===== src/core/ecp_pkg.sv =====
// Package of constants and carrier types for the ECP parallel port core.
// Assumes a single 100 MHz clock and a synchronous active-low reset.
// Contract
// - Forward bytes are paced by host strobe against the peripheral flow reply.
// - Reverse bytes are paced by the peripheral clock against host reply.
// - Flow reply is forward flow control; in reverse it tags command or data.
// - Host reply requests reverse bytes; in forward it tags command or data.
// - Turnaround ask low with active high lets the peripheral drive the bus.
// - Active indicator stays high throughout ECP mode.
// - Data latch clears on reset, drives bus uninverted, reads port contents.
// - Address FIFO writes are tagged address bytes sent forward in ECP mode.
// - Status bits 2 to 0 always read as ones.
// - Status bit 7 is inverted flow reply; bits 6..3 read inputs directly.
// - Control bits 7,6 read high; bits 5..0 clear on reset.
// - Control bit 5 selects direction; forced low in standard mode.
// - Control bit 4 enables an interrupt on peripheral clock rising edges.
// - Control bits 3..0 drive active, turnaround, host reply, strobe outputs.
// - Parallel FIFO mode sends FIFO bytes forward with standard handshake.
// - ECP mode sends FIFO bytes forward, or fills the FIFO in reverse.
// - Test mode FIFO: free access, no handshake, refuse full, empty repeats.
// - Configuration A reads a fixed value in configuration mode.
// - Configuration B is read-only and reads zero in all listed fields.
// - A 16-byte FIFO serves both directions.
// - Extended control top three bits select the operating mode.
package ecp_pkg;
  // -------------------------------------------------------------------------
  // Offsets and values
  // -------------------------------------------------------------------------
  localparam logic [1:0] OFF_DATA = 2'h0;
  localparam logic [1:0] OFF_STATUS = 2'h1;
  localparam logic [1:0] OFF_CONTROL = 2'h2;
  localparam logic [1:0] OFF_FIFO = 2'h0;
  localparam logic [1:0] OFF_CFG_B = 2'h1;
  localparam logic [1:0] OFF_EXT_CTRL = 2'h2;
  localparam logic [7:0] CFG_A_VALUE = 8'h10;
  localparam logic [7:0] CFG_B_VALUE = 8'h00;
  localparam logic [5:0] CONTROL_RESET = 6'h00;
  localparam logic [7:0] DATA_RESET = 8'h00;
  localparam logic [2:0] EXT_MODE_RESET = 3'h0;
  localparam int FIFO_DEPTH = 16;
  localparam int FIFO_WIDTH = 9;
  localparam int PULSE_NS = 500;
  localparam int CLK_NS = 10;
  localparam logic [7:0] PULSE_CYC = 8'((PULSE_NS + CLK_NS - 1) / CLK_NS);

  typedef enum logic [2:0] {
    MODE_STD = 3'h0,
    MODE_PS2 = 3'h1,
    MODE_PFIFO = 3'h2,
    MODE_ECP = 3'h3,
    MODE_TEST = 3'h6,
    MODE_CFG = 3'h7
  } port_mode_t;

  typedef enum logic [4:0] {
    LK_IDLE = 5'h01,
    LK_SETUP = 5'h02,
    LK_STROBE = 5'h04,
    LK_WAIT_REL = 5'h08,
    LK_REV = 5'h10
  } link_state_t;

  // FIFO word: tag bit (1 = address or command) over the byte.
  typedef struct packed {
    logic tag;
    logic [7:0] byte_v;
  } fifo_word_t;

  typedef struct packed {
    logic flow_reply;
    logic rev_clk;
    logic paper;
    logic online;
    logic fault_n;
  } pins_in_t;
endpackage : ecp_pkg


===== src/core/ecp_fifo.sv =====
// Synchronous FIFO with valid and ready on both sides.
// Assumes one clock and a synchronous active-low reset.
`timescale 1ns/1ps
module ecp_fifo #(
  parameter int WIDTH = 9,
  parameter int DEPTH = 16
) (
  input wire logic clk_i, // Clock.
  input wire logic rst_b_i, // Synchronous reset, active low.
  input wire logic flush_i, // Empties the FIFO.
  input wire logic [WIDTH-1:0] in_data_i, // Fill data.
  input wire logic in_valid_i, // Fill request.
  output logic in_ready_o, // Not full.
  output logic [WIDTH-1:0] out_data_o, // Head word.
  output logic out_valid_o, // Not empty.
  input wire logic out_ready_i, // Drain request.
  output logic full_o, // Full flag.
  output logic empty_o // Empty flag.
);
  localparam int AW = $clog2(DEPTH);
  logic [WIDTH-1:0] mem_r [DEPTH];
  logic [AW-1:0] wp_r;
  logic [AW-1:0] rp_r;
  logic [AW:0] cnt_r;
  logic push;
  logic pop;

  assign full_o = (cnt_r == (AW+1)'(DEPTH));
  assign empty_o = (cnt_r == '0);
  assign in_ready_o = !full_o;
  assign out_valid_o = !empty_o;
  assign out_data_o = mem_r[rp_r];
  assign push = in_valid_i && in_ready_o;
  assign pop = out_valid_o && out_ready_i;

  always_ff @(posedge clk_i) begin
    if (push) begin
      mem_r[wp_r] <= in_data_i;
    end
  end

  always_ff @(posedge clk_i) begin
    if (!rst_b_i || flush_i) begin
      wp_r <= '0;
      rp_r <= '0;
      cnt_r <= '0;
    end else begin
      if (push) begin
        wp_r <= wp_r + 1'b1;
      end
      if (pop) begin
        rp_r <= rp_r + 1'b1;
      end
      cnt_r <= cnt_r + (AW+1)'(push) - (AW+1)'(pop);
    end
  end
endmodule : ecp_fifo


===== src/core/ecp_parallel_port.sv =====
// ECP parallel port core: host registers at two bases and the pin handshake.
// Assumes the host I/O strobes are synchronous one-cycle pulses on CLK_I.
`timescale 1ns/1ps
module ecp_parallel_port
  import ecp_pkg::*;
(
  input wire logic CLK_I, // 100 MHz clock.
  input wire logic RST_B_I, // Synchronous reset, active low.
  input wire logic IO_WR_I, // Host write pulse.
  input wire logic IO_RD_I, // Host read pulse.
  input wire logic IO_BASE2_I, // Access selects base 2 when high.
  input wire logic [1:0] IO_ADDR_I, // Offset within the base.
  input wire logic [7:0] IO_WDATA_I, // Write data.
  output logic [7:0] IO_RDATA_O, // Read data, registered.
  output logic IO_RVALID_O, // Read data valid pulse.
  output logic IRQ_O, // Peripheral event interrupt pulse.
  input wire logic [7:0] PORT_BUS_I, // Port bus level.
  output logic [7:0] PORT_BUS_O, // Port bus drive value.
  output logic PORT_BUS_OE_O, // Port bus driven when high.
  output logic HOST_WRITE_PULSE_N_O, // Host strobe, active low.
  output logic HOST_REPLY_OUT_N_O, // Host reply, active low.
  output logic TURNAROUND_ASK_N_O, // Turnaround request, active low.
  output logic LINK_ACTIVE_OUT_N_O, // Active indicator, active low.
  input wire logic PERIPH_PACING_IN_N_I, // Peripheral clock.
  input wire logic PERIPH_FLOW_REPLY_I, // Peripheral flow reply.
  input wire logic PAPER_FAULT_IN_I, // Paper error / turnaround reply.
  input wire logic ONLINE_IN_I, // Online indication.
  input wire logic PERIPH_ERROR_IN_N_I // Fault / reverse wish.
);
  // -------------------------------------------------------------------------
  // Input synchronisers
  // -------------------------------------------------------------------------
  pins_in_t pin_s1_r;
  pins_in_t pin_r;
  logic [7:0] bus_s1_r;
  logic [7:0] bus_r;
  logic rev_clk_d_r;
  logic fault_d_r;

  always_ff @(posedge CLK_I) begin
    pin_s1_r <= {PERIPH_FLOW_REPLY_I, PERIPH_PACING_IN_N_I, PAPER_FAULT_IN_I,
                 ONLINE_IN_I, PERIPH_ERROR_IN_N_I};
    pin_r <= pin_s1_r;
    bus_s1_r <= PORT_BUS_I;
    bus_r <= bus_s1_r;
    rev_clk_d_r <= pin_r.rev_clk;
    fault_d_r <= pin_r.fault_n;
  end

  // -------------------------------------------------------------------------
  // Registers
  // -------------------------------------------------------------------------
  port_mode_t mode_r;
  logic [5:0] ctrl_r;
  logic [7:0] data_r;
  logic [4:0] ext_low_r;
  logic [7:0] last_r;
  logic dir;
  logic wr1;
  logic wr2;
  logic rd2;
  logic ecp_fwd;

  assign wr1 = IO_WR_I && !IO_BASE2_I;
  assign wr2 = IO_WR_I && IO_BASE2_I;
  assign rd2 = IO_RD_I && IO_BASE2_I;
  // Standard mode forces forward; parallel FIFO mode is forward only.
  assign dir = ctrl_r[5] && (mode_r != MODE_STD) && (mode_r != MODE_PFIFO);
  assign ecp_fwd = (mode_r == MODE_ECP) && !dir;

  always_ff @(posedge CLK_I) begin
    if (!RST_B_I) begin
      mode_r <= port_mode_t'(EXT_MODE_RESET);
      ext_low_r <= '0;
    end else if (wr2 && IO_ADDR_I == OFF_EXT_CTRL) begin
      mode_r <= port_mode_t'(IO_WDATA_I[7:5]);
      ext_low_r <= {IO_WDATA_I[4:2], 2'h0};
    end
  end

  always_ff @(posedge CLK_I) begin
    if (!RST_B_I) begin
      ctrl_r <= CONTROL_RESET;
    end else if (wr1 && IO_ADDR_I == OFF_CONTROL) begin
      ctrl_r <= IO_WDATA_I[5:0];
    end
  end

  always_ff @(posedge CLK_I) begin
    if (!RST_B_I) begin
      data_r <= DATA_RESET;
    end else if (wr1 && IO_ADDR_I == OFF_DATA &&
                 (mode_r == MODE_STD || mode_r == MODE_PS2)) begin
      data_r <= IO_WDATA_I;
    end
  end

  // -------------------------------------------------------------------------
  // FIFO and its feeds
  // -------------------------------------------------------------------------
  fifo_word_t fin;
  fifo_word_t fout;
  logic fin_v;
  logic fin_rdy;
  logic fout_v;
  logic fout_rdy;
  logic full;
  logic empty;
  logic host_push;
  logic rev_push;
  logic link_pop;
  logic host_pop;

  // Host writes: address port in ECP forward, FIFO port in PFIFO/ECP forward/test.
  always_comb begin
    host_push = 1'b0;
    fin.tag = 1'b0;
    fin.byte_v = IO_WDATA_I;
    if (wr1 && IO_ADDR_I == OFF_DATA && ecp_fwd) begin
      host_push = 1'b1;
      fin.tag = 1'b1;
    end else if (wr2 && IO_ADDR_I == OFF_FIFO) begin
      host_push = (mode_r == MODE_PFIFO) || ecp_fwd || (mode_r == MODE_TEST);
    end
    if (rev_push) begin
      fin.tag = pin_r.flow_reply;
      fin.byte_v = bus_r;
    end
  end
  assign fin_v = host_push || rev_push;
  assign host_pop = rd2 && IO_ADDR_I == OFF_FIFO &&
                    (mode_r == MODE_TEST || (mode_r == MODE_ECP && dir));
  assign fout_rdy = link_pop || host_pop;

  ecp_fifo #(
    .WIDTH(FIFO_WIDTH),
    .DEPTH(FIFO_DEPTH)
  ) u_fifo (
    .clk_i(CLK_I),
    .rst_b_i(RST_B_I),
    .flush_i(mode_r == MODE_STD),
    .in_data_i(fin),
    .in_valid_i(fin_v),
    .in_ready_o(fin_rdy),
    .out_data_o(fout),
    .out_valid_o(fout_v),
    .out_ready_i(fout_rdy),
    .full_o(full),
    .empty_o(empty)
  );

  always_ff @(posedge CLK_I) begin
    if (!RST_B_I) begin
      last_r <= '0;
    end else if (host_pop && fout_v) begin
      last_r <= fout.byte_v;
    end
  end

  // -------------------------------------------------------------------------
  // Link handshake
  // -------------------------------------------------------------------------
  link_state_t st_r;
  logic [7:0] cnt_r;
  logic [7:0] out_r;
  logic out_tag_r;
  logic auto_fwd;

  assign auto_fwd = (mode_r == MODE_PFIFO) || ecp_fwd;

  always_ff @(posedge CLK_I) begin
    if (!RST_B_I) begin
      st_r <= LK_IDLE;
      cnt_r <= '0;
      out_r <= '0;
      out_tag_r <= 1'b0;
    end else begin
      case (st_r)
        LK_IDLE: begin
          cnt_r <= '0;
          if (auto_fwd && fout_v && !pin_r.flow_reply) begin
            out_r <= fout.byte_v;
            out_tag_r <= fout.tag;
            st_r <= LK_SETUP;
          end else if (mode_r == MODE_ECP && dir && fin_rdy) begin
            st_r <= LK_REV;
          end
        end
        LK_SETUP: begin
          cnt_r <= cnt_r + 8'h01;
          if (cnt_r == PULSE_CYC) begin
            cnt_r <= '0;
            st_r <= LK_STROBE;
          end
        end
        LK_STROBE: begin
          cnt_r <= cnt_r + 8'h01;
          // ECP waits for the flow reply; parallel FIFO mode uses a timed pulse.
          if ((ecp_fwd && pin_r.flow_reply) ||
              (!ecp_fwd && cnt_r == PULSE_CYC)) begin
            st_r <= LK_WAIT_REL;
          end
        end
        LK_WAIT_REL: begin
          if (!pin_r.flow_reply) begin
            st_r <= LK_IDLE;
          end
        end
        LK_REV: begin
          if (!(mode_r == MODE_ECP && dir)) begin
            st_r <= LK_IDLE;
          end else if (!pin_r.rev_clk && rev_clk_d_r) begin
            st_r <= LK_IDLE;
          end
        end
        default: begin
          st_r <= LK_IDLE;
        end
      endcase
    end
  end

  assign link_pop = (st_r == LK_IDLE) && auto_fwd && fout_v &&
                    !pin_r.flow_reply;
  assign rev_push = (st_r == LK_REV) && (mode_r == MODE_ECP) && dir &&
                    !pin_r.rev_clk && rev_clk_d_r && fin_rdy;

  always_comb begin
    HOST_WRITE_PULSE_N_O = !ctrl_r[0];
    HOST_REPLY_OUT_N_O = !ctrl_r[1];
    TURNAROUND_ASK_N_O = ctrl_r[2];
    LINK_ACTIVE_OUT_N_O = !ctrl_r[3];
    if (auto_fwd) begin
      HOST_WRITE_PULSE_N_O = (st_r != LK_STROBE);
      HOST_REPLY_OUT_N_O = !(ecp_fwd && out_tag_r);
    end
    if (mode_r == MODE_ECP) begin
      LINK_ACTIVE_OUT_N_O = 1'b1;
      if (dir) begin
        HOST_REPLY_OUT_N_O = (st_r != LK_REV);
      end
    end
  end

  // Bus is released in reverse so the peripheral may drive it.
  assign PORT_BUS_OE_O = !dir;
  always_comb begin
    PORT_BUS_O = data_r;
    if (auto_fwd) begin
      PORT_BUS_O = out_r;
    end else if (mode_r == MODE_TEST) begin
      PORT_BUS_O = fout.byte_v;
    end
  end

  // -------------------------------------------------------------------------
  // Events
  // -------------------------------------------------------------------------
  logic irq_r;
  always_ff @(posedge CLK_I) begin
    if (!RST_B_I) begin
      irq_r <= 1'b0;
    end else begin
      irq_r <= (ctrl_r[4] && pin_r.rev_clk && !rev_clk_d_r) ||
               (ecp_fwd && !pin_r.fault_n && fault_d_r);
    end
  end
  assign IRQ_O = irq_r;

  // -------------------------------------------------------------------------
  // Read path
  // -------------------------------------------------------------------------
  logic [7:0] rd_nxt;
  always_comb begin
    rd_nxt = 8'h00;
    if (!IO_BASE2_I) begin
      case (IO_ADDR_I)
        OFF_DATA: rd_nxt = dir ? bus_r : data_r;
        OFF_STATUS: rd_nxt = {!pin_r.flow_reply, pin_r.rev_clk, pin_r.paper,
                              pin_r.online, pin_r.fault_n, 3'h7};
        OFF_CONTROL: rd_nxt = {2'h3, ctrl_r};
        default: rd_nxt = 8'h00;
      endcase
    end else begin
      case (IO_ADDR_I)
        OFF_FIFO: begin
          if (mode_r == MODE_CFG) begin
            rd_nxt = CFG_A_VALUE;
          end else if (host_pop) begin
            rd_nxt = fout_v ? fout.byte_v : last_r;
          end
        end
        OFF_CFG_B: rd_nxt = (mode_r == MODE_CFG) ? CFG_B_VALUE : 8'h00;
        OFF_EXT_CTRL: rd_nxt = {mode_r, ext_low_r[4:2], full, empty};
        default: rd_nxt = 8'h00;
      endcase
    end
  end

  always_ff @(posedge CLK_I) begin
    if (!RST_B_I) begin
      IO_RDATA_O <= '0;
      IO_RVALID_O <= 1'b0;
    end else begin
      IO_RVALID_O <= IO_RD_I;
      if (IO_RD_I) begin
        IO_RDATA_O <= rd_nxt;
      end
    end
  end
endmodule : ecp_parallel_port


===== config.mk =====
export PLATFORM = sky130hd
export DESIGN_NAME = ecp_parallel_port
export DESIGN_NICKNAME = d
export VERILOG_FILES = /design/src/core/ecp_pkg.sv /design/src/core/ecp_fifo.sv /design/src/core/ecp_parallel_port.sv
export SDC_FILE = /design/constraint.sdc
export NUM_CORES = 1
export LEC_CHECK = 0
export BUFFER_PORTS_ARGS = -buffer_cell sky130_fd_sc_hd__clkbuf_2
export CAP_MARGIN = 5
export CELL_PAD_IN_SITES_DETAIL_PLACEMENT = 1
export CELL_PAD_IN_SITES_GLOBAL_PLACEMENT = 2
export CORE_ASPECT_RATIO = 1.1
export CORE_MARGIN = 2
export CORE_UTILIZATION = 34
export DETAILED_ROUTE_END_ITERATION = 8
export GPL_TIMING_DRIVEN = 0
export PLACE_DENSITY_LB_ADDON = 0.1
export SLEW_MARGIN = 40
export SYNTH_ARGS = -nofsm -noshare
export SYNTH_HDL_FRONTEND = slang
export SYNTH_SLANG_ARGS = --single-unit

===== constraint.sdc =====
create_clock -name CLK_I -period 3.6 [get_ports CLK_I]
set_input_delay 0.18 -clock CLK_I [delete_from_list [all_inputs] [get_ports CLK_I]]
set_output_delay 0.18 -clock CLK_I [all_outputs]
set_load 0.05 [all_outputs]

==> results by group, run 1 <==
STA
  – Worst Skew: 0.0225 ns
  – Worst hold slack: 0.0734 ns
  – Actual slew at the worst max-slew pin: 0.892 ns
  – Final Hold Vio Count: 0
  – Final worst-path cycle share: 0.905
  – Fin crit period: 3.26 ns
  – Rel. slew slack: 0.401
  – RSZ-0062 raised after global routing: false
  – Max-slew violations: 0
  – Final-report setup violation count: 0
  – FMAX: 0.307 GHz

Floorplan
  – Die area: 31700 um^2
  – Core Rows: 66
  – I/O pins: 51
  – Die height: 187 um
  – Core footprint: 29700 um^2
  – Die Wd: 170 um
  – Initial core utilization: 0.347

Critical path
  – Crit-path cells: buf_2 > nor2b_1 > nand2_1 > clkbuf_1 > o21ai_1 > o22ai_1 > a21oi_1 > clkbuf_2
  – CP max-delay cell: o21ai_1
  – Critical path fanouts, max: 10
  – CP Launch Type: flop
  – CP max stage delay: 0.47 ns
  – CP Capture Type: primary output
  – CP bufs+invs: 3
  – Arrival time worst endpoint: 3.08 ns
  – Crit path kind: reg2out
  – Worst path top cell family by delay: compound AO/OA/AOI/OAI gates
  – Crit path required time: 3.42 ns

Clock network
  – CTS tree: built
  – Inserted Clock Buffers: 28
  – H-tree Lvls: 1
  – Clock Latency Late Sink: 0.57 ns
  – CTS Buffer Depth: 3
  – Postcts setup bufs: 0
  – Reg clk slew, reported paths: 0.06 ns
  – CTS sink count: 249
  – CTS root buffer: clkbuf_16

Pwr
  – Pleak: 4.32 nW
  – Switching share of power: 0.222
  – Sequential power share: 0.498
  – Pwr dens: 502 nW/um^2
  – Comb pwr share: 0.039
  – Internal power: 4.76 mW
  – NetSw: 1.36 mW
  – VDD IR max: 453 uV
  – Clock power share: 0.463

Layout
  – Antenna Diode Count: 0
  – FILL cells: 3077
  – Area grow syn2layout: 18.3%
  – Final Instance Area: 12200 um^2
  – Layout cells sized above 1: 0.203
  – Nets@finish: 899

Placement
  – GP Congestion: 0.812
  – Number of port buffers: 49
  – Area after DPL: 11100 um^2
  – Hpwl dp: 20.6 mm

Drt
  – DRC Markers: 0
  – Detail Route Antenna Nets: 0
  – WL/cell: 23.1 um
  – Vias per cell: 5.32
  – DRT Wirelength: 28.9 mm
  – First-pass DRT Iterations: 4
  – Vias: 6665
  – Initial drt markers: 416

Logic synthesis
  – Post-synth EDFFs: 144
  – Synthesis warning total: 0
  – Sequential cell area fraction in the yosys report: 0.623
  – Synth top area share: 0.419
  – Leading area contributor after synthesis: edfxtp_1
  – Synth Area in XOR/XNOR: 0.00934
  – Instance count of the mapped netlist: 755
  – Mapped Avg Cell Area: 13.7 um^2
  – Top_reg_cell synth: edfxtp_1
  – Most frequent cell after synthesis: edfxtp_1
  – Synth Area in Adders: 0.0177
  – Multiplexer area fraction after synthesis: 0.115
  – Simple-gate share of the synthesized area: 0.104
  – Post-Syn Area: 10300 um^2
  – Largest family of logic cells by synthesized area: multiplexers
  – Commonest cells in the synthesized netlist: edfxtp_1 (144), dfxtp_1 (105), nand2_1 (58), nor2_1 (44), a21oi_1 (39)
  – Syn Nets: 797
  – Top cells by area, synth: edfxtp_1 (42%), dfxtp_1 (20%), mux4_2 (5.7%), mux4_1 (2.5%), mux2i_1 (2.1%)
  – Seq cells post-synth: 249
  – Yosys cell types: 77
  – Ys async rst share: 0
  – Share of the synthesized area in compound gates (AO/OA/AOI/OAI): 0.0963

Global routing
  – Initial antenna violation count: 0
  – First-pass GRT wire length: 44.4 mm
  – Vias in the first global route: 7203
  – GR Overflow Total: 0
  – Total track usage: 0.185
  – Largest net degree at the start of global routing: 17

Status
  – Status: finished clean

Run
  – Max-cap violation count: 0

Min path
  – Hold Crit Class: in2reg
-- per-layer routing --
metal  share of wire  vias up  global-route usage  wire, um
met4           0.023        0              0.0523       660
met1            0.43     3386               0.239     12400
met5               0        -                   0         0
met3           0.040       43              0.0261      1170
met2            0.51      134               0.322     14600
li1                -     3102                   -         -
-- cell type report --
type,count,area [um^2],area share
clock inverter,13,145,0.0119
multi-input combinational,446,3560,0.292
inverter,20,75.1,0.00615
clock buffer,38,776,0.0636
sequential,249,6430,0.527
timing repair buffer,72,465,0.0382
tap,374,468,0.0384
buffer,40,284,0.0233
-- what timing repair did --
item,4_1_cts,5_1_grt
resized for setup,0,3
endpoints found under the setup margin,0,2
endpoints found under the hold margin,33,0
hold buffers,21,0
-- logic make-up after synthesis --
family	count (synthesis)
compound gates	143
xor+xnor	11
fa+ha+maj	14
buf+inv	60
flops	249
mux	68
simple gates	210
-- worst register-to-register path: cells and delay by family, from the launching register on --
family,cells,cell delay [ns]
adders and majority gates,3,0.97
buffers and inverters,3,0.37
and+or+nand+nor,5,0.57
DFF,1,0.30
xor gates and xnor gates,1,0.13
AOI/OAI and AO/OA,3,0.75
-- worst paths after layout --
path / start / end / slack [ns] / cells past startpoint
setup / recovery: mode_r[1]$_SDFFE_PN0P_ / PORT_BUS_O[6] / 0.34 / 8
hold / removal: IO_ADDR_I[1] / IO_RDATA_O[4]$_SDFFE_PN0P_ / 0.07 / 3
setup reg to reg: ctrl_r[5]$_SDFFE_PN0P_ / u_fifo.cnt_r[4]$_SDFF_PP0_ / 0.37 / 15
hold reg to reg: bus_s1_r[2]$_DFF_P_ / bus_r[2]$_DFF_P_ / 0.33 / 0
-- per-stage QoR --
| stage | TNS [ns] | setup WS, ns | std cells | power [mW] | utilization |
|---|---|---|---|---|---|
| final | 0 | 0.342 | 1252 | 6.12 | 0.410 |
| after global routing | 0 | 0.0878 | 1252 | 6.34 | 0.410 |
| after CTS | 0 | 0.111 | 1252 | 6.21 | 0.410 |
| after detailed placement | 0 | 0.350 | 1180 | 3.33 | 0.372 |
| after global placement | -1.97 | -0.221 | 1178 | 3.33 | 0.371 |
| after floorplan | 0 | 0.812 | 755 | 3.24 | - |
-- power by group through the flow --
stage               clock, mW  combinational, mW  sequential [mW]
finish                   2.84              0.240             3.05
global route             3.03              0.260             3.05
CTS                      2.92              0.243             3.05
detailed placement          0              0.224             3.11
global placement            0              0.218             3.11
floorplan                   0              0.115             3.12
-- placed cells by master, fill, tap and decap left out, types with 19 or more instances in the layout --
cell	n
nor2_1	44
clkbuf_2	50
dlygate4sd3_1	21
mux4_2	26
dfxtp_1	105
edfxtp_1	144
a21oi_1	39
nand3_1	19
o22ai_1	23
nand2_1	58
mux2i_1	22
clkbuf_16	28
-- flip-flops by register name, indices dropped and copies added, names as in the netlist, named ones only --
signal        count
data_r            8
rev_clk_d_r       1
last_r            8
bus_s1_r          8
ctrl_r            6
pin_r             5
bus_r             8
fault_d_r         1
pin_s1_r          5
u_fifo.rp_r       4
out_tag_r         1
IO_RVALID_O       1
IRQ_O             1
cnt_r             8
u_fifo.wp_r       4
u_fifo.mem_r    144
out_r             8
ext_low_r         3
u_fifo.cnt_r      5
st_r              5
mode_r            3
IO_RDATA_O        8
Note: power is estimated with default switching activity, not from simulation.
==> inputs of run 2 (changes only) <==
Settings changed: ABC_AREA from default to 0, CORE_UTILIZATION 34 to 44.
==> results by group, run 2 (synthesis results as in run 1) <==
Layout
  – Area grow syn2layout: 16.7% (was 18.3%)
  – Max reg flops: 144 (unchanged)
  – Multi-input logic area: 3560 um^2 (about the same)
  – Commonest non-fill, non-tap cell in the layout: edfxtp_1 (unchanged)
  – Antenna Diode Count: 0 (unchanged)
  – Nets@finish: 897 (was 899)
  – Largest Register: u_fifo.mem_r (unchanged)
  – Leading cell types in the layout, fill and taps excluded: edfxtp_1 (144), dfxtp_1 (105), nand2_1 (58) (unchanged)
  – Final Instance Area: 12000 um^2 (was 12200 um^2)
  – Layout cells sized above 1: 0.189 (was 0.203)
  – Register Area: 6430 um^2 (unchanged)
  – FILL cells: 2320 (was 3077)

Placement
  – Area after DPL: 11000 um^2 (was 11100 um^2)
  – Number of port buffers: 49 (unchanged)
  – Hpwl dp: 19.6 mm (was 20.6 mm)
  – GP Congestion: 0.814 (was 0.812)

Critical path
  – Arrival time worst endpoint: 3.15 ns (was 3.08 ns)
  – Worst R2R End: u_fifo.cnt_r[4]$_SDFF_PP0_ (unchanged)
  – Worst r2r path cells: 15 (unchanged)
  – CP max stage delay: 0.57 ns (was 0.47 ns)
  – Start of the worst register-to-register path: ctrl_r[5]$_SDFFE_PN0P_ (unchanged)
  – CP Capture Type: primary output (unchanged)
  – Crit path required time: 3.42 ns (about the same)
  – Crit path kind: reg2out (unchanged)
  – Critical path fanouts, max: 10 (unchanged)
  – CP Launch Type: flop (unchanged)
  – Crit-path cells: buf_2 > clkbuf_1 > mux4_2 > a22o_1 > a221oi_2 > a21oi_1 > clkbuf_2 (was buf_2 > nor2b_1 > nand2_1 > clkbuf_1 > o21ai_1 > o22ai_1 > a21oi_1 > clkbuf_2)
  – CP max-delay cell: clkbuf_1 (was o21ai_1)
  – Reg2reg setup slack: 0.42 ns (was 0.37 ns)

STA
  – Fin crit period: 3.33 ns (was 3.26 ns)
  – Worst Skew: 0.0167 ns (was 0.0225 ns)
  – Rel. slew slack: 0.478 (was 0.401)
  – Max-slew violations: 0 (unchanged)
  – Actual slew at the worst max-slew pin: 0.778 ns (was 0.892 ns)
  – Final worst-path cycle share: 0.924 (was 0.905)
  – RSZ-0062 raised after global routing: false (unchanged)
  – FMAX: 0.301 GHz (was 0.307 GHz)
  – Final-report setup violation count: 0 (unchanged)
  – Worst hold slack: 0.0939 ns (was 0.0734 ns)
  – Final Hold Vio Count: 0 (unchanged)

Global routing
  – Total track usage: 0.229 (was 0.185)
  – Largest net degree at the start of global routing: 17 (unchanged)
  – Vias in the first global route: 7206 (was 7203)
  – First-pass GRT wire length: 42.5 mm (was 44.4 mm)
  – Initial antenna violation count: 0 (unchanged)
  – GR Overflow Total: 0 (unchanged)

Drt
  – DRT Wirelength: 27.5 mm (was 28.9 mm)
  – Initial drt markers: 404 (was 416)
  – Vias: 6728 (was 6665)
  – WL/cell: 23.4 um (was 23.1 um)
  – DRC Markers: 0 (unchanged)
  – Vias per cell: 5.72 (was 5.32)
  – First-pass DRT Iterations: 4 (unchanged)
  – Detail Route Antenna Nets: 0 (unchanged)

Pwr
  – VDD IR max: 382 uV (was 453 uV)
  – Pwr dens: 498 nW/um^2 (was 502 nW/um^2)
  – Pleak: 4.27 nW (was 4.32 nW)

Clock network
  – Reg clk slew, reported paths: 0.06 ns (about the same)
  – CTS root buffer: clkbuf_16 (unchanged)
  – CTS tree: built (unchanged)
  – Clock Latency Late Sink: 0.54 ns (was 0.57 ns)
  – CTS sink count: 249 (unchanged)
  – H-tree Lvls: 1 (unchanged)
  – Inserted Clock Buffers: 27 (was 28)
  – CTS Buffer Depth: 3 (unchanged)
  – Postcts setup bufs: 0 (unchanged)

Floorplan
  – Core Rows: 58 (was 66)
  – Initial core utilization: 0.450 (was 0.347)
  – Die Wd: 150 um (was 170 um)
  – Core footprint: 22900 um^2 (was 29700 um^2)
  – I/O pins: 51 (unchanged)
  – Die area: 24700 um^2 (was 31700 um^2)
  – Die height: 165 um (was 187 um)

Min path
  – Hold EP: IO_RDATA_O[4]$_SDFFE_PN0P_ (unchanged)
  – HP Start: IO_ADDR_I[1] (unchanged)
  – Hold Crit Class: in2reg (unchanged)
  – Hold path depth: 3 (unchanged)

Status
  – Status: finished clean (unchanged)

Run
  – Max-cap violation count: 0 (unchanged)
-- run 2: stage by stage --
step	total power [mW]	utilization	TNS, ns	worst slack [ns]	std cells
final	5.99	0.525	0	0.274	1176
after CTS	6.05	0.524	0	0.235	1176
after detailed placement	3.33	0.478	0	0.402	1105
after global routing	6.18	0.525	0	0.111	1176
after global placement	3.32	0.477	-0.747	-0.0843	1104
after floorplan	3.24	-	0	0.812	755
-- run 2: how the worst max path moves through the flow --
stage | start | end | slack, ns | cells after the start
floorplan | ctrl_r[5]$_SDFFE_PN0P_ | u_fifo.cnt_r[4]$_SDFF_PP0_ | 0.81 | 15
global placement | u_fifo.cnt_r[2]$_SDFF_PP0_ | u_fifo.mem_r[3][4]$_DFFE_PP_ | -0.08 | 8
detailed placement | ctrl_r[5]$_SDFFE_PN0P_ | u_fifo.cnt_r[4]$_SDFF_PP0_ | 0.40 | 15
CTS | flop | PORT_BUS_O[3] | 0.24 | 7
global route | flop | PORT_BUS_O[3] | 0.11 | 7
finish | flop | PORT_BUS_O[5] | 0.27 | 7
-- run 2: layer usage --
layer	track usage	up-vias	share of wire
met5	0	-	0
met4	0.0712	0	0.025
met3	0.0271	42	0.037
met2	0.404	153	0.51
met1	0.297	3422	0.43
li1	-	3111	-
-- run 2: report_power, final --
| group | leakage [nW] | internal [mW] | switching, mW | total [mW] |
|---|---|---|---|---|
| combinational | 1.72 | 0.0738 | 0.164 | 0.238 |
| clock | 0.415 | 1.62 | 1.09 | 2.71 |
| sequential | 2.13 | 3.03 | 0.0174 | 3.05 |
| total | 4.27 | 4.72 | 1.27 | 5.99 |
-- run 2: layout make-up --
class | instances | share of cell area
tap | 300 | 0.0312
inverter | 20 | 0.00624
timing repair buffer | 71 | 0.0383
sequential | 249 | 0.534
clock inverter | 11 | 0.0106
clock buffer | 39 | 0.0607
multi-input combinational | 446 | 0.296
buffer | 40 | 0.0235
-- run 2: timing repair --
item	CTS	global route
endpoints found under the setup margin	0	0
hold endpoints to repair	33	0
hold buffers	21	0
resized for setup	0	0
-- run 2: critical path: cells and delay by family, from the launching register on --
family	cells	cell delay, ns
buffers and inverters	3	1.07
AOI/OAI and AO/OA	3	0.79
muxes	1	0.42
DFF	1	0.33
==> inputs of run 3 (changes only) <==
Settings changed: BUFFER_PORTS_ARGS -buffer_cell sky130_fd_sc_hd__clkbuf_2 to default, CORE_UTILIZATION 44 to 45, DONT_BUFFER_PORTS from default to 1.
==> results by group, run 3 (synthesis results as in run 1) <==
Layout
  – Commonest non-fill, non-tap cell in the layout: edfxtp_1 (unchanged)
  – Antenna Diode Count: 0 (unchanged)
  – Largest Register: u_fifo.mem_r (unchanged)
  – Layout cells sized above 1: 0.159 (was 0.189)
  – Register Area: 6430 um^2 (unchanged)
  – FILL cells: 2235 (was 2320)
  – Multi-input logic area: 3580 um^2 (was 3560 um^2)
  – Finished Layout Cells: 1129 (was 1176)
  – Area grow syn2layout: 15.6% (was 16.7%)
  – Max reg flops: 144 (unchanged)
  – Nets@finish: 850 (was 897)
  – Leading cell types in the layout, fill and taps excluded: edfxtp_1 (144), dfxtp_1 (105), nand2_1 (58) (unchanged)

Run
  – Max-cap violation count: 0 (unchanged)

Pwr
  – VDD IR max: 355 uV (was 382 uV)
  – Pwr dens: 521 nW/um^2 (was 498 nW/um^2)
  – Total power: 6.21 mW (was 5.99 mW)
  – Pleak: 4.08 nW (was 4.27 nW)

Clock network
  – Inserted Clock Buffers: 28 (was 27)
  – Reg clk slew, reported paths: 0.06 ns (about the same)
  – CTS sink count: 249 (unchanged)
  – Clock Latency Late Sink: 0.55 ns (was 0.54 ns)
  – Post-CTS sizing: 0 (unchanged)
  – CTS tree: built (unchanged)
  – CTS root buffer: clkbuf_16 (unchanged)
  – CTS Buffer Depth: 3 (unchanged)
  – Postcts setup bufs: 0 (unchanged)
  – H-tree Lvls: 1 (unchanged)

Critical path
  – Critical path fanouts, max: 10 (unchanged)
  – CP Launch Type: flop (unchanged)
  – Arrival time worst endpoint: 3.17 ns (was 3.15 ns)
  – Crit path kind: reg2out (unchanged)
  – Crit-path cells: buf_2 > nor2b_1 > nand2_1 > clkbuf_1 > o21ai_1 > o22ai_1 > a21oi_2 (was buf_2 > clkbuf_1 > mux4_2 > a22o_1 > a221oi_2 > a21oi_1 > clkbuf_2)
  – Crit path required time: 3.42 ns (about the same)
  – CP max-delay cell: a21oi_2 (was clkbuf_1)
  – CP Capture Type: primary output (unchanged)
  – CP max stage delay: 0.57 ns (about the same)

Drt
  – DRC Markers: 0 (unchanged)
  – Initial drt markers: 376 (was 404)
  – Vias: 6602 (was 6728)
  – DRT Wirelength: 28.3 mm (was 27.5 mm)
  – Vias per cell: 5.85 (was 5.72)
  – WL/cell: 25.1 um (was 23.4 um)
  – Detail Route Antenna Nets: 0 (unchanged)
  – First-pass DRT Iterations: 4 (unchanged)

STA
  – Worst Skew: 0.0178 ns (was 0.0167 ns)
  – Worst hold slack: 0.0382 ns (was 0.0939 ns)
  – Final Hold Vio Count: 0 (unchanged)
  – Final-report setup violation count: 0 (unchanged)
  – Setup TNS: 0 ns (unchanged)
  – RSZ-0062 raised after global routing: false (unchanged)
  – FMAX: 0.298 GHz (was 0.301 GHz)
  – Rel. slew slack: 0.454 (was 0.478)
  – Max-slew violations: 0 (unchanged)
  – Final worst-path cycle share: 0.931 (was 0.924)
  – Fin crit period: 3.35 ns (was 3.33 ns)
  – Actual slew at the worst max-slew pin: 0.813 ns (was 0.778 ns)

Floorplan
  – Core footprint: 22700 um^2 (was 22900 um^2)
  – Die area: 24100 um^2 (was 24700 um^2)
  – Die Wd: 148 um (was 150 um)
  – I/O pins: 51 (unchanged)
  – Core Rows: 58 (unchanged)
  – Die height: 163 um (was 165 um)
  – Initial core utilization: 0.454 (was 0.450)

Global routing
  – Vias in the first global route: 7130 (was 7206)
  – Initial antenna violation count: 0 (unchanged)
  – Total track usage: 0.241 (was 0.229)
  – GR Overflow Total: 0 (unchanged)
  – Largest net degree at the start of global routing: 17 (unchanged)
  – First-pass GRT wire length: 43.4 mm (was 42.5 mm)

Placement
  – GP Congestion: 0.832 (was 0.814)
  – Number of port buffers: 0 (was 49)
  – Hpwl dp: 19.7 mm (was 19.6 mm)
  – Post-Place Cells: 1056 (was 1105)

Status
  – Status: finished clean (unchanged)

Min path
  – Hold Crit Class: in2reg (unchanged)
-- run 3: cell types whose count changed in the layout (fill, tap and decap cells not counted), moves of 3 or more --
cell        delta
clkbuf_2      -49
clkbuf_1       -7
a21oi_2        +8
a21oi_1        -8
clkinvlp_4     +3
-- run 3: cell type report --
class / instances / area share
clock buffer: 33 / 0.0612
timing repair buffer: 23 / 0.0191
inverter: 20 / 0.00629
sequential: 249 / 0.539
buffer: 40 / 0.0237
tap: 300 / 0.0315
clock inverter: 18 / 0.0190
multi-input combinational: 446 / 0.301
-- run 3: report_power, final --
group          internal, mW  leakage, nW  switching [mW]
registers              3.03         2.13          0.0399
clock network          1.80        0.456            1.15
logic                0.0588         1.50           0.135
-- run 3: critical path: cells and delay by family (launching register included) --
| family | cells | cell delay [ns] |
|---|---|---|
| AO/OA/AOI/OAI | 3 | 1.32 |
| AND/OR/NAND/NOR | 2 | 0.40 |
| flip-flops | 1 | 0.32 |
| buffers and inverters | 2 | 0.56 |
-- run 3: stage by stage --
stage	instance area [um^2]	worst slack, ns	util
2_1_floorplan	10300	0.812	-
3_3_place_gp	10700	-0.117	0.471
3_5_place_dp	10700	0.437	0.473
4_1_cts	11900	0.255	0.525
5_1_grt	11900	0.0922	0.525
6_report	11900	0.249	0.525
-- run 3: what timing repair did --
action | CTS | global route
hold endpoints to repair | 35 | 0
setup endpoints to repair | 0 | 0
hold buffers | 22 | 0
-- run 3: path summary, 6_finish.rpt --
kind | start | to | slack [ns] | cells past startpoint
worst max register to register | ctrl_r[5]$_SDFFE_PN0P_ | u_fifo.cnt_r[4]$_SDFF_PP0_ | 0.42 | 15
worst min register to register | bus_s1_r[1]$_DFF_P_ | bus_r[1]$_DFF_P_ | 0.32 | 0
worst min-delay path | IO_RD_I | IO_RDATA_O[7]$_SDFFE_PN0P_ | 0.04 | 3
worst max-delay path | mode_r[1]$_SDFFE_PN0P_ | PORT_BUS_O[6] | 0.25 | 7
-- run 3: routing by layer --
metal / part of all wire / up-vias / wire, um / global-route usage
met5: 0 / - / 0 / 0
met1: 0.42 / 3376 / 12000 / 0.305
met3: 0.047 / 67 / 1320 / 0.0398
li1: - / 3004 / - / -
met4: 0.034 / 0 / 956 / 0.0935
met2: 0.50 / 155 / 14100 / 0.415
